File: config.mk
export PLATFORM = sky130hd
export DESIGN_NAME = vectored_interrupt_controller
export DESIGN_NICKNAME = d
export VERILOG_FILES = /design/src/rtl/vic_pkg.sv /design/src/rtl/vectored_interrupt_controller.sv
export SDC_FILE = /design/constraint.sdc
export NUM_CORES = 1
export LEC_CHECK = 0
export BUFFER_PORTS_ARGS = -buffer_cell sky130_fd_sc_hd__buf_4
export CORE_AREA = 2 2 99 101
export DETAILED_ROUTE_END_ITERATION = 8
export DIE_AREA = 0 0 101 103
export HOLD_SLACK_MARGIN = 0.12
export PLACE_DENSITY = 0.78
export REMOVE_ABC_BUFFERS = 1
export SLEW_MARGIN = 10
export SYNTH_ARGS = -nofsm -noshare
export SYNTH_HDL_FRONTEND = slang
export SYNTH_SLANG_ARGS = --single-unit
File: constraint.sdc
create_clock -name mclk -period 3 [get_ports mclk]
set_input_delay 0.3 -clock mclk [delete_from_list [all_inputs] [get_ports mclk]]
set_output_delay 0.3 -clock mclk [all_outputs]
set_load 0.005 [all_outputs]
File: src/rtl/vic_pkg.sv
// constants, field layout and carrier types of the vectored interrupt controller
// assumes word-addressed register access: word index equals the printed offset
package vic_pkg;

    // ************************************************************
    // register word indexes (byte address is four times the index)
    // ************************************************************
    localparam logic [7:0] GEN_MASK_INDEX = 8'h3B;
    localparam logic [7:0] GEN_FLAG_INDEX = 8'h3A;
    localparam logic [7:0] TIMER_MASK_INDEX = 8'h39;
    localparam logic [7:0] TIMER_FLAG_INDEX = 8'h38;
    localparam logic [7:0] SENSE_CTRL_INDEX = 8'h35;
    localparam logic [7:0] STATUS_INDEX = 8'h3F;

    // ************************************************************
    // field positions and reset values
    // ************************************************************
    localparam int EXT_BIT = 6;
    localparam int PC_HIGH_BIT = 5;
    localparam int PC_LOW_BIT = 4;
    localparam int PC_FLAG_BIT = 5;
    localparam int GIE_BIT = 7;
    localparam int TMR_POS [0:3] = '{6, 5, 2, 1};
    localparam logic [7:0] GEN_MASK_WRITABLE = 8'h70;
    localparam logic [7:0] REG_RESET = 8'h00;
    localparam logic [1:0] SENSE_RESET = 2'h0;
    localparam logic [1:0] SENSE_LOW = 2'h0;
    localparam logic [1:0] SENSE_ANY = 2'h1;
    localparam logic [1:0] SENSE_FALL = 2'h2;
    localparam logic [1:0] SENSE_RISE = 2'h3;

    // ************************************************************
    // sizes and cycle counts
    // ************************************************************
    localparam int SOURCE_COUNT = 11;
    localparam int PC_W = 10;
    localparam int PIN_COUNT = 11;
    localparam int LOW_PIN_COUNT = 4;
    localparam logic [2:0] ENTRY_CYCLES = 3'h4;
    localparam logic [2:0] JUMP_CYCLES = 3'h2;
    localparam logic [2:0] RETURN_CYCLES = 3'h4;

    // ************************************************************
    // carriers toward and from the core sequencer
    // ************************************************************
    typedef struct packed {
        logic instr_boundary;
        logic return_from_interrupt_exec;
        logic [9:0] pc;
        logic [7:0] stack_rdata;
    } core_in_type;

    typedef struct packed {
        logic busy;
        logic stack_push;
        logic [7:0] stack_wdata;
        logic stack_pop;
        logic vector_load;
        logic [9:0] vector_addr;
        logic pc_restore;
        logic [9:0] restore_pc;
    } core_out_type;

endpackage : vic_pkg

File: src/rtl/vectored_interrupt_controller.sv
// fixed-priority vectored interrupt controller with avalon-mm registers
// assumes the core reports instruction boundaries and return execution,
// and that peripheral requests arrive synchronous to mclk
//
// Notes on behaviour
// - eleven request sources besides reset, each with its own vector
// - serve a request only when global enable is set and, except for the five peripheral requests, its enable is set
// - vectors: reset 0x000, then the eleven sources up to 0x00B
// - lowest vector address wins among pending requests
// - accepting an interrupt clears global enable
// - return sets global enable; software may set it for nesting
// - loading the vector clears the flag of the served source
// - writing one to a flag clears it; zero leaves it
// - flags set even while their enable is clear, except the pin-change flag
// - flags wait while global enable is clear, then serve by priority
// - level external request has no flag, acts only while asserted
// - status register is never saved or restored by hardware
// - entry takes four cycles, pushing the ten-bit program counter
// - jump from vector to handler takes two cycles
// - multicycle instruction finishes before entry begins
// - return takes four cycles, popping the ten-bit program counter
// - one main-program instruction runs after return before next entry
// - two separate 8-bit mask registers: general and timer
// - bit 7 of the general mask reads as zero
// - external flag set by pin event, cleared, kept clear in level mode
// - pin-change enables gate their pins from setting the shared flag
// - timer flags clear one cycle after a write of one
`timescale 1ns/100ps

module vectored_interrupt_controller #(
    parameter int ADDR_W = 8
) (
    input wire logic mclk,
    input wire logic reset,
    input wire logic [ADDR_W-1:0] avs_address,
    input wire logic avs_read,
    input wire logic avs_write,
    input wire logic [31:0] avs_writedata,
    input wire logic [3:0] avs_byteenable,
    output logic [31:0] avs_readdata,
    output logic avs_waitrequest,
    input wire logic external_request_zero,
    input wire logic [10:0] change_pins,
    input wire logic [10:0] change_alt_mask,
    input wire logic [3:0] timer_event,
    input wire logic [4:0] periph_request,
    output logic [10:0] source_ack,
    input wire vic_pkg::core_in_type core_in,
    output vic_pkg::core_out_type core_out
);

    // ************************************************************
    // state declarations
    // ************************************************************
    typedef enum logic [1:0] {ST_IDLE, ST_ENTRY, ST_JUMP, ST_RETURN} seq_state_type;

    seq_state_type state;
    logic [2:0] cnt;
    logic [7:0] general_interrupt_mask;
    logic [3:0] timer_source_mask;
    logic [1:0] sense_mode;
    logic gie;
    logic external_request_flag;
    logic pin_change_flag;
    logic [3:0] timer_flag;
    logic [3:0] timer_clear_pend;
    logic ext_prev;
    logic [10:0] pins_prev;
    logic after_return_from_interrupt;
    logic [3:0] served_idx;
    logic [9:0] saved_pc;
    logic [9:0] popped_pc;
    logic [10:0] request;
    logic any_request;
    logic [3:0] next_idx;
    logic start_entry;
    logic entry_done;
    logic return_done;
    logic [10:0] vector_clear;
    logic wr_go;
    logic [7:0] wdata;
    logic [7:0] read_value;
    logic ext_event;
    logic pin_event;
    logic [10:0] pin_enable;

    // ************************************************************
    // avalon slave
    // ************************************************************

    // a write takes effect only in the cycle waitrequest is low
    assign wr_go = avs_write & ~avs_waitrequest & avs_byteenable[0];
    assign wdata = avs_writedata[7:0];

    // one wait cycle per access, then a single answer cycle
    always_ff @(posedge mclk) begin
        if (reset) begin
            avs_waitrequest <= 1'b1;
        end else if ((avs_read | avs_write) & avs_waitrequest) begin
            avs_waitrequest <= 1'b0;
        end else begin
            avs_waitrequest <= 1'b1;
        end
    end

    // read mux; unmapped words read as zero
    always_comb begin
        read_value = 8'h00;
        case (avs_address[7:0])
            vic_pkg::GEN_MASK_INDEX: begin
                read_value = general_interrupt_mask & vic_pkg::GEN_MASK_WRITABLE;
            end
            vic_pkg::GEN_FLAG_INDEX: begin
                read_value[vic_pkg::EXT_BIT] = external_request_flag;
                read_value[vic_pkg::PC_FLAG_BIT] = pin_change_flag;
            end
            vic_pkg::TIMER_MASK_INDEX: begin
                for (int i = 0; i < 4; i++) begin
                    read_value[vic_pkg::TMR_POS[i]] = timer_source_mask[i];
                end
            end
            vic_pkg::TIMER_FLAG_INDEX: begin
                for (int i = 0; i < 4; i++) begin
                    read_value[vic_pkg::TMR_POS[i]] = timer_flag[i];
                end
            end
            vic_pkg::SENSE_CTRL_INDEX: begin
                read_value[1:0] = sense_mode;
            end
            vic_pkg::STATUS_INDEX: begin
                read_value[vic_pkg::GIE_BIT] = gie;
            end
            default: begin
                read_value = 8'h00;
            end
        endcase
    end

    // read data captured in the wait cycle
    always_ff @(posedge mclk) begin
        if (reset) begin
            avs_readdata <= 32'h0000_0000;
        end else if (avs_read & avs_waitrequest) begin
            avs_readdata <= {24'h00_0000, read_value};
        end
    end

    // ************************************************************
    // mask and control registers
    // ************************************************************

    always_ff @(posedge mclk) begin
        if (reset) begin
            general_interrupt_mask <= vic_pkg::REG_RESET;
            timer_source_mask <= 4'h0;
            sense_mode <= vic_pkg::SENSE_RESET;
        end else if (wr_go) begin
            if (avs_address[7:0] == vic_pkg::GEN_MASK_INDEX) begin
                general_interrupt_mask <= wdata & vic_pkg::GEN_MASK_WRITABLE;
            end
            if (avs_address[7:0] == vic_pkg::TIMER_MASK_INDEX) begin
                for (int i = 0; i < 4; i++) begin
                    timer_source_mask[i] <= wdata[vic_pkg::TMR_POS[i]];
                end
            end
            if (avs_address[7:0] == vic_pkg::SENSE_CTRL_INDEX) begin
                sense_mode <= wdata[1:0];
            end
        end
    end

    // global enable; only status bit held here
    always_ff @(posedge mclk) begin
        if (reset) begin
            gie <= 1'b0;
        end else if (start_entry) begin
            gie <= 1'b0;
        end else if (return_done) begin
            gie <= 1'b1;
        end else if (wr_go && avs_address[7:0] == vic_pkg::STATUS_INDEX) begin
            gie <= wdata[vic_pkg::GIE_BIT];
        end
    end

    // ************************************************************
    // request flags
    // ************************************************************

    // previous pin levels for edge and change detection
    always_ff @(posedge mclk) begin
        if (reset) begin
            ext_prev <= 1'b1;
            pins_prev <= 11'h000;
        end else begin
            ext_prev <= external_request_zero;
            pins_prev <= change_pins;
        end
    end

    always_comb begin
        case (sense_mode)
            vic_pkg::SENSE_ANY: ext_event = external_request_zero ^ ext_prev;
            vic_pkg::SENSE_FALL: ext_event = ~external_request_zero & ext_prev;
            vic_pkg::SENSE_RISE: ext_event = external_request_zero & ~ext_prev;
            default: ext_event = 1'b0;
        endcase
    end

    assign pin_enable = {{(vic_pkg::PIN_COUNT - vic_pkg::LOW_PIN_COUNT)
                          {general_interrupt_mask[vic_pkg::PC_HIGH_BIT]}},
                         {vic_pkg::LOW_PIN_COUNT{general_interrupt_mask[vic_pkg::PC_LOW_BIT]}}};
    assign pin_event = |((change_pins ^ pins_prev) & ~change_alt_mask & pin_enable);

    // external flag: set wins over clears
    always_ff @(posedge mclk) begin
        if (reset) begin
            external_request_flag <= 1'b0;
        end else if (sense_mode == vic_pkg::SENSE_LOW) begin
            external_request_flag <= 1'b0;
        end else if (ext_event) begin
            external_request_flag <= 1'b1;
        end else if (vector_clear[0]) begin
            external_request_flag <= 1'b0;
        end else if (wr_go && avs_address[7:0] == vic_pkg::GEN_FLAG_INDEX
                     && wdata[vic_pkg::EXT_BIT]) begin
            external_request_flag <= 1'b0;
        end
    end

    // shared pin-change flag
    always_ff @(posedge mclk) begin
        if (reset) begin
            pin_change_flag <= 1'b0;
        end else if (pin_event) begin
            pin_change_flag <= 1'b1;
        end else if (vector_clear[1]) begin
            pin_change_flag <= 1'b0;
        end else if (wr_go && avs_address[7:0] == vic_pkg::GEN_FLAG_INDEX
                     && wdata[vic_pkg::PC_FLAG_BIT]) begin
            pin_change_flag <= 1'b0;
        end
    end

    // timer flags; write-one clear lands a cycle late
    genvar g;
    generate
        for (g = 0; g < 4; g++) begin : g_timer
            always_ff @(posedge mclk) begin
                if (reset) begin
                    timer_flag[g] <= 1'b0;
                    timer_clear_pend[g] <= 1'b0;
                end else begin
                    timer_clear_pend[g] <= wr_go
                        && avs_address[7:0] == vic_pkg::TIMER_FLAG_INDEX
                        && wdata[vic_pkg::TMR_POS[g]];
                    if (timer_event[g]) begin
                        timer_flag[g] <= 1'b1;
                    end else if (vector_clear[g+2] | timer_clear_pend[g]) begin
                        timer_flag[g] <= 1'b0;
                    end
                end
            end
        end
    endgenerate

    // ************************************************************
    // request gating and priority
    // ************************************************************

    always_comb begin
        if (sense_mode == vic_pkg::SENSE_LOW) begin
            request[0] = ~external_request_zero & general_interrupt_mask[vic_pkg::EXT_BIT];
        end else begin
            request[0] = external_request_flag & general_interrupt_mask[vic_pkg::EXT_BIT];
        end
        request[1] = pin_change_flag & (general_interrupt_mask[vic_pkg::PC_HIGH_BIT]
                                        | general_interrupt_mask[vic_pkg::PC_LOW_BIT]);
        request[5:2] = timer_flag & timer_source_mask;
        request[10:6] = periph_request;
    end

    always_comb begin
        next_idx = 4'h0;
        for (int i = vic_pkg::SOURCE_COUNT - 1; i >= 0; i--) begin
            if (request[i]) begin
                next_idx = 4'(i);
            end
        end
    end
    assign any_request = |request;

    // ************************************************************
    // entry and return sequencer
    // ************************************************************

    assign start_entry = state == ST_IDLE && any_request && gie
                         && core_in.instr_boundary && !after_return_from_interrupt;
    assign entry_done = state == ST_ENTRY && cnt == vic_pkg::ENTRY_CYCLES - 3'h1;
    assign return_done = state == ST_RETURN && cnt == vic_pkg::RETURN_CYCLES - 3'h1;
    assign vector_clear = entry_done ? 11'(11'h001 << served_idx) : 11'h000;

    // first boundary after return ends the hold
    always_ff @(posedge mclk) begin
        if (reset) begin
            after_return_from_interrupt <= 1'b0;
        end else if (return_done) begin
            after_return_from_interrupt <= 1'b1;
        end else if (state == ST_IDLE && core_in.instr_boundary) begin
            after_return_from_interrupt <= 1'b0;
        end
    end

    // state, counter and registered core outputs; the status word is
    // left to software
    // status not stacked
    always_ff @(posedge mclk) begin
        if (reset) begin
            state <= ST_IDLE;
            cnt <= 3'h0;
            served_idx <= 4'h0;
            saved_pc <= 10'h000;
            popped_pc <= 10'h000;
            core_out <= '0;
            source_ack <= 11'h000;
        end else begin
            core_out.stack_push <= 1'b0;
            core_out.stack_pop <= 1'b0;
            core_out.vector_load <= 1'b0;
            core_out.pc_restore <= 1'b0;
            source_ack <= vector_clear;
            cnt <= cnt + 3'h1;
            case (state)
                ST_IDLE: begin
                    cnt <= 3'h0;
                    if (start_entry) begin
                        state <= ST_ENTRY;
                        served_idx <= next_idx;
                        saved_pc <= core_in.pc;
                        core_out.busy <= 1'b1;
                        core_out.stack_push <= 1'b1;
                        core_out.stack_wdata <= core_in.pc[7:0];
                    end else if (core_in.return_from_interrupt_exec) begin
                        state <= ST_RETURN;
                        core_out.busy <= 1'b1;
                        core_out.stack_pop <= 1'b1;
                    end
                end
                ST_ENTRY: begin
                    if (cnt == 3'h0) begin
                        core_out.stack_push <= 1'b1;
                        core_out.stack_wdata <= {6'h00, saved_pc[9:8]};
                    end
                    if (entry_done) begin
                        state <= ST_JUMP;
                        cnt <= 3'h0;
                        core_out.vector_load <= 1'b1;
                        core_out.vector_addr <= 10'(served_idx) + 10'h001;
                    end
                end
                ST_JUMP: begin
                    if (cnt == vic_pkg::JUMP_CYCLES - 3'h1) begin
                        state <= ST_IDLE;
                        core_out.busy <= 1'b0;
                    end
                end
                ST_RETURN: begin
                    if (cnt == 3'h0) begin
                        core_out.stack_pop <= 1'b1;
                    end
                    if (cnt == 3'h1) begin
                        popped_pc[9:8] <= core_in.stack_rdata[1:0];
                    end
                    if (cnt == 3'h2) begin
                        popped_pc[7:0] <= core_in.stack_rdata;
                    end
                    if (return_done) begin
                        state <= ST_IDLE;
                        core_out.busy <= 1'b0;
                        core_out.pc_restore <= 1'b1;
                        core_out.restore_pc <= popped_pc;
                    end
                end
                default: begin
                    state <= ST_IDLE;
                    core_out.busy <= 1'b0;
                end
            endcase
        end
    end

endmodule : vectored_interrupt_controller

==> Implementation_results.wiki <==
{| class="wikitable"
! Metric !! Value
|-
| Synthesized cell area || 4400 sq um
|-
| Worst path max stage delay || 0.44 ns
|-
| Maximum resistive drop on vdd || 270 uV
|-
| Number of setup buffers added after CTS || 0
|-
| Worst-path cell chain || inv_1, ha_1, nand2_1, nor3b_4, o31ai_4, a221o_2, mux2i_1, or3_1
|-
| Leading cell types by total area after synthesis || dfxtp_1 46%, buf_4 5.1%, mux2i_1 4.8%
|-
| Total leakage power || 2.48 nW
|-
| Antenna violations before repair || 0
|-
| RSZ-0062 raised after global routing || false
|-
| Cell count after synthesis || 488
|-
| Post-synthesis cell type with the largest combined area || dfxtp_1
|-
| Layout Area Growth over Synthesis || 24.6%
|-
| Largest fanout on the critical path || 10
|-
| Effective utilization at floorplan || 0.465
|-
| Final core area utilization || 0.579
|-
| Crit path kind || flop to flop
|-
| Arrival time of the worst setup path || 2.63 ns
|-
| Number of slew-limit violations in the final report || 0
|-
| Antenna Cells || 0
|-
| Proportion of layout cells with a drive suffix above 1 || 0.239
|-
| Max cap viols || 0
|-
| Number of flops mapped to enable cells by yosys || 0
|-
| Number of sinks handled by clock tree synthesis || 101
|-
| TritonCTS buffer count || 9
|-
| Most common cell after layout, fill and taps aside || buf_4
|-
| ANT nets after route || 0
|-
| Count of routing violations after the opening detailed-route iteration || 151
|-
| Pin slew with the least headroom to its limit || 0.667 ns
|-
| Kind of path behind the tightest hold check || primary input to flop
|-
| Final non-filler cell total || 721
|-
| Count of pins on the block boundary || 177
|-
| CTS tree || yes
|-
| Post-detailed-routing wire length || 9730 um
|-
| Detailed-placement wirelength estimate || 7380 um
|-
| Period utilization || 0.794
|-
| Number of search-and-repair iterations in the first detailed-routing pass || 7
|-
| Highest-count cells in the layout ignoring fill and taps || 121 x buf_4, 101 x dfxtp_1, 55 x nor2_1
|-
| Final cell area excluding filler cells || 5480 sq um
|-
| Flip-flop and latch count after synthesis || 101
|-
| Final net count || 718
|-
| Final setup violating endpoints || 0
|-
| Time the worst path needs with I/O delays and setup || 2.38 ns
|-
| Type of origin of the critical path || flop
|-
| Drt wl/cell || 13.5 um
|-
| Die area || 10400 sq um
|-
| Total of warnings raised by yosys || 0
|-
| Run status || finished, final reports clean
|-
| Combined buffer and inverter count along the critical path || 1
|-
| Tot GR Track Use || 0.188
|-
| Async set-or-reset flop fraction in the synthesized netlist || 0
|-
| Critical path capture point type || flop
|-
| Number of input and output port buffers inserted || 118
|-
| Clock edge transition at the registers on the reported setup and hold paths || 0.10 ns
|-
| Cell chosen for the clock root || clkbuf_8
|-
| Layout fillers || 828
|-
| Post-CTS Resized || 0
|-
| Headroom to the max-slew limit || 0.552
|-
| Buffers from clock root to sink, at most || 2
|-
| Worst path top cell family by delay || simple AND/OR/NAND/NOR gates
|-
| Placement Cell Area || 5270 sq um
|-
| Sum of overflow across all layers after global routing || 0
|-
| Die span in y || 103 um
|-
| Die X || 101 um
|-
| Count of cell types in the netlist || 48
|-
| Fraction of post-synthesis cell area in the top cell type by area || 0.460
|-
| First-pass GRT wire length || 15500 um
|-
| Highest achievable clock rate || 420 MHz
|-
| Clock latency reported for the late side of the worst-skew pair || 0.37 ns
|-
| Vias in the first global route || 3450
|-
| Number of buffers inserted for hold repair after clock tree synthesis || 0
|-
| Post-route total power || 2.94 mW
|-
| Accumulated negative setup slack || 0 ns
|-
| Avg Vias per Cell || 5.08
|-
| Top_reg_cell synth || dfxtp_1
|-
| Standard-cell rows || 36
|-
| Pin count of the biggest net entering global routing || 51
|-
| Sequential-to-total area share from yosys stat || 0.460
|-
| Syn_area_per_cell || 9.01 sq um
|-
| Final weighted congestion of routability-driven global placement || 0.938
|-
| Worst endpoint required time || 3.25 ns
|-
| Clock tree skew after final layout || 0.0135 ns
|-
| Core box area || 9460 sq um
|-
| DRC violations left || 0
|-
| Total via count after detailed routing || 3662
|-
| Number of cells in the design after placement || 705
|-
| Slowest library cell on the worst path || a221o_2
|-
| Count of final hold-check violations || 0
|-
| Power density over the cells || 536 nW/um^2
|-
| Max H-tree Level || 3
|}
state kept, by name, indices dropped and copies added (netlist names), 4 cells and up:
signal             flops
pins_prev             11
served_idx             4
core_out              28
timer_flag             4
timer_source_mask      4
popped_pc             10
timer_clear_pend       4
avs_readdata           7
source_ack            11
layout make-up:
type / count / area, sq um / share of cell area
clock buffer: 9 / 124 / 0.0226
clock inverter: 7 / 90.1 / 0.0164
timing repair buffer: 121 / 908 / 0.166
tap: 114 / 143 / 0.0260
inverter: 23 / 86.3 / 0.0158
sequential: 101 / 2020 / 0.369
multi-input combinational: 346 / 2110 / 0.384
synthesized netlist by cell type (2+ instances only):
cell and n:
nor2_1 55, nor2b_1 16, buf_4 30, mux4_2 2, xnor2_1 11, a211oi_1 5, mux2i_1 21, and3_1 8
mux2_2 2, nand3_1 16, nor4_1 2, inv_1 23, ha_1 16, o21ai_0 6, a22oi_1 3, nor4bb_1 2
nor3_1 4, and2_1 15, o41ai_1 2, nand4_1 4, clkbuf_1 13, buf_1 3, a22o_1 6, a21oi_1 34
or3_1 4, o211ai_1 3, dfxtp_1 101, o22ai_1 5, a31oi_1 6, nand2_1 52
worst register-to-register path, delay by kind of cell, from the launching register on:
family                   cells  cell delay, ns
multiplexers                 1            0.13
flip-flops                   1            0.37
AND/OR/NAND/NOR              3            0.81
buffers and inverters        1            0.10
adder cells (fa/ha/maj)      1            0.23
AO/OA/AOI/OAI                2            0.63
per-stage QoR:
| stage | worst slack [ns] | hold slack (ns) |
|---|---|---|
| CTS | 0.642 | 0.134 |
| finish | 0.618 | 0.147 |
| floorplan | 0.851 | 0.369 |
| global placement | 0.720 | 0.437 |
| global route | 0.481 | 0.126 |
| detailed placement | 0.659 | 0.451 |
metal layers:
metal | up-vias | global-route usage | part of all wire
met5 | - | 0 | 0
met3 | 18 | 0.0441 | 0.070
met2 | 127 | 0.326 | 0.48
li1 | 1816 | - | -
met1 | 1701 | 0.229 | 0.42
met4 | 0 | 0.0707 | 0.021
cells by family (layout without fill, tap and decap cells):
kind of cell	count (synthesis)	in the layout	synth area share
buffers and inverters	70	160	0.0857
multiplexers	25	25	0.0632
other	1	30	0.000853
adder cells (fa/ha/maj)	16	16	0.0455
AO/OA/AOI/OAI	79	79	0.117
AND/OR/NAND/NOR	184	184	0.204
flip-flops	101	101	0.460
XOR/XNOR	12	12	0.0239
report_power, final:
part	switching [mW]	internal [mW]	total [mW]
registers	0.0473	1.41	1.45
clock network	0.504	0.409	0.913
logic	0.306	0.262	0.569
final timing paths:
check	start	endpoint	slack [ns]	depth (start not counted)
worst min-delay path	core_in[11]	core_out[26]	0.15	2
worst max-delay path	state[1]	state[1]	0.62	8
worst max register to register	state[1]	state[1]	0.62	8
worst min register to register	popped_pc[2]	core_out[2]	0.46	2
No activity file was read; power rests on OpenSTA's default activity.
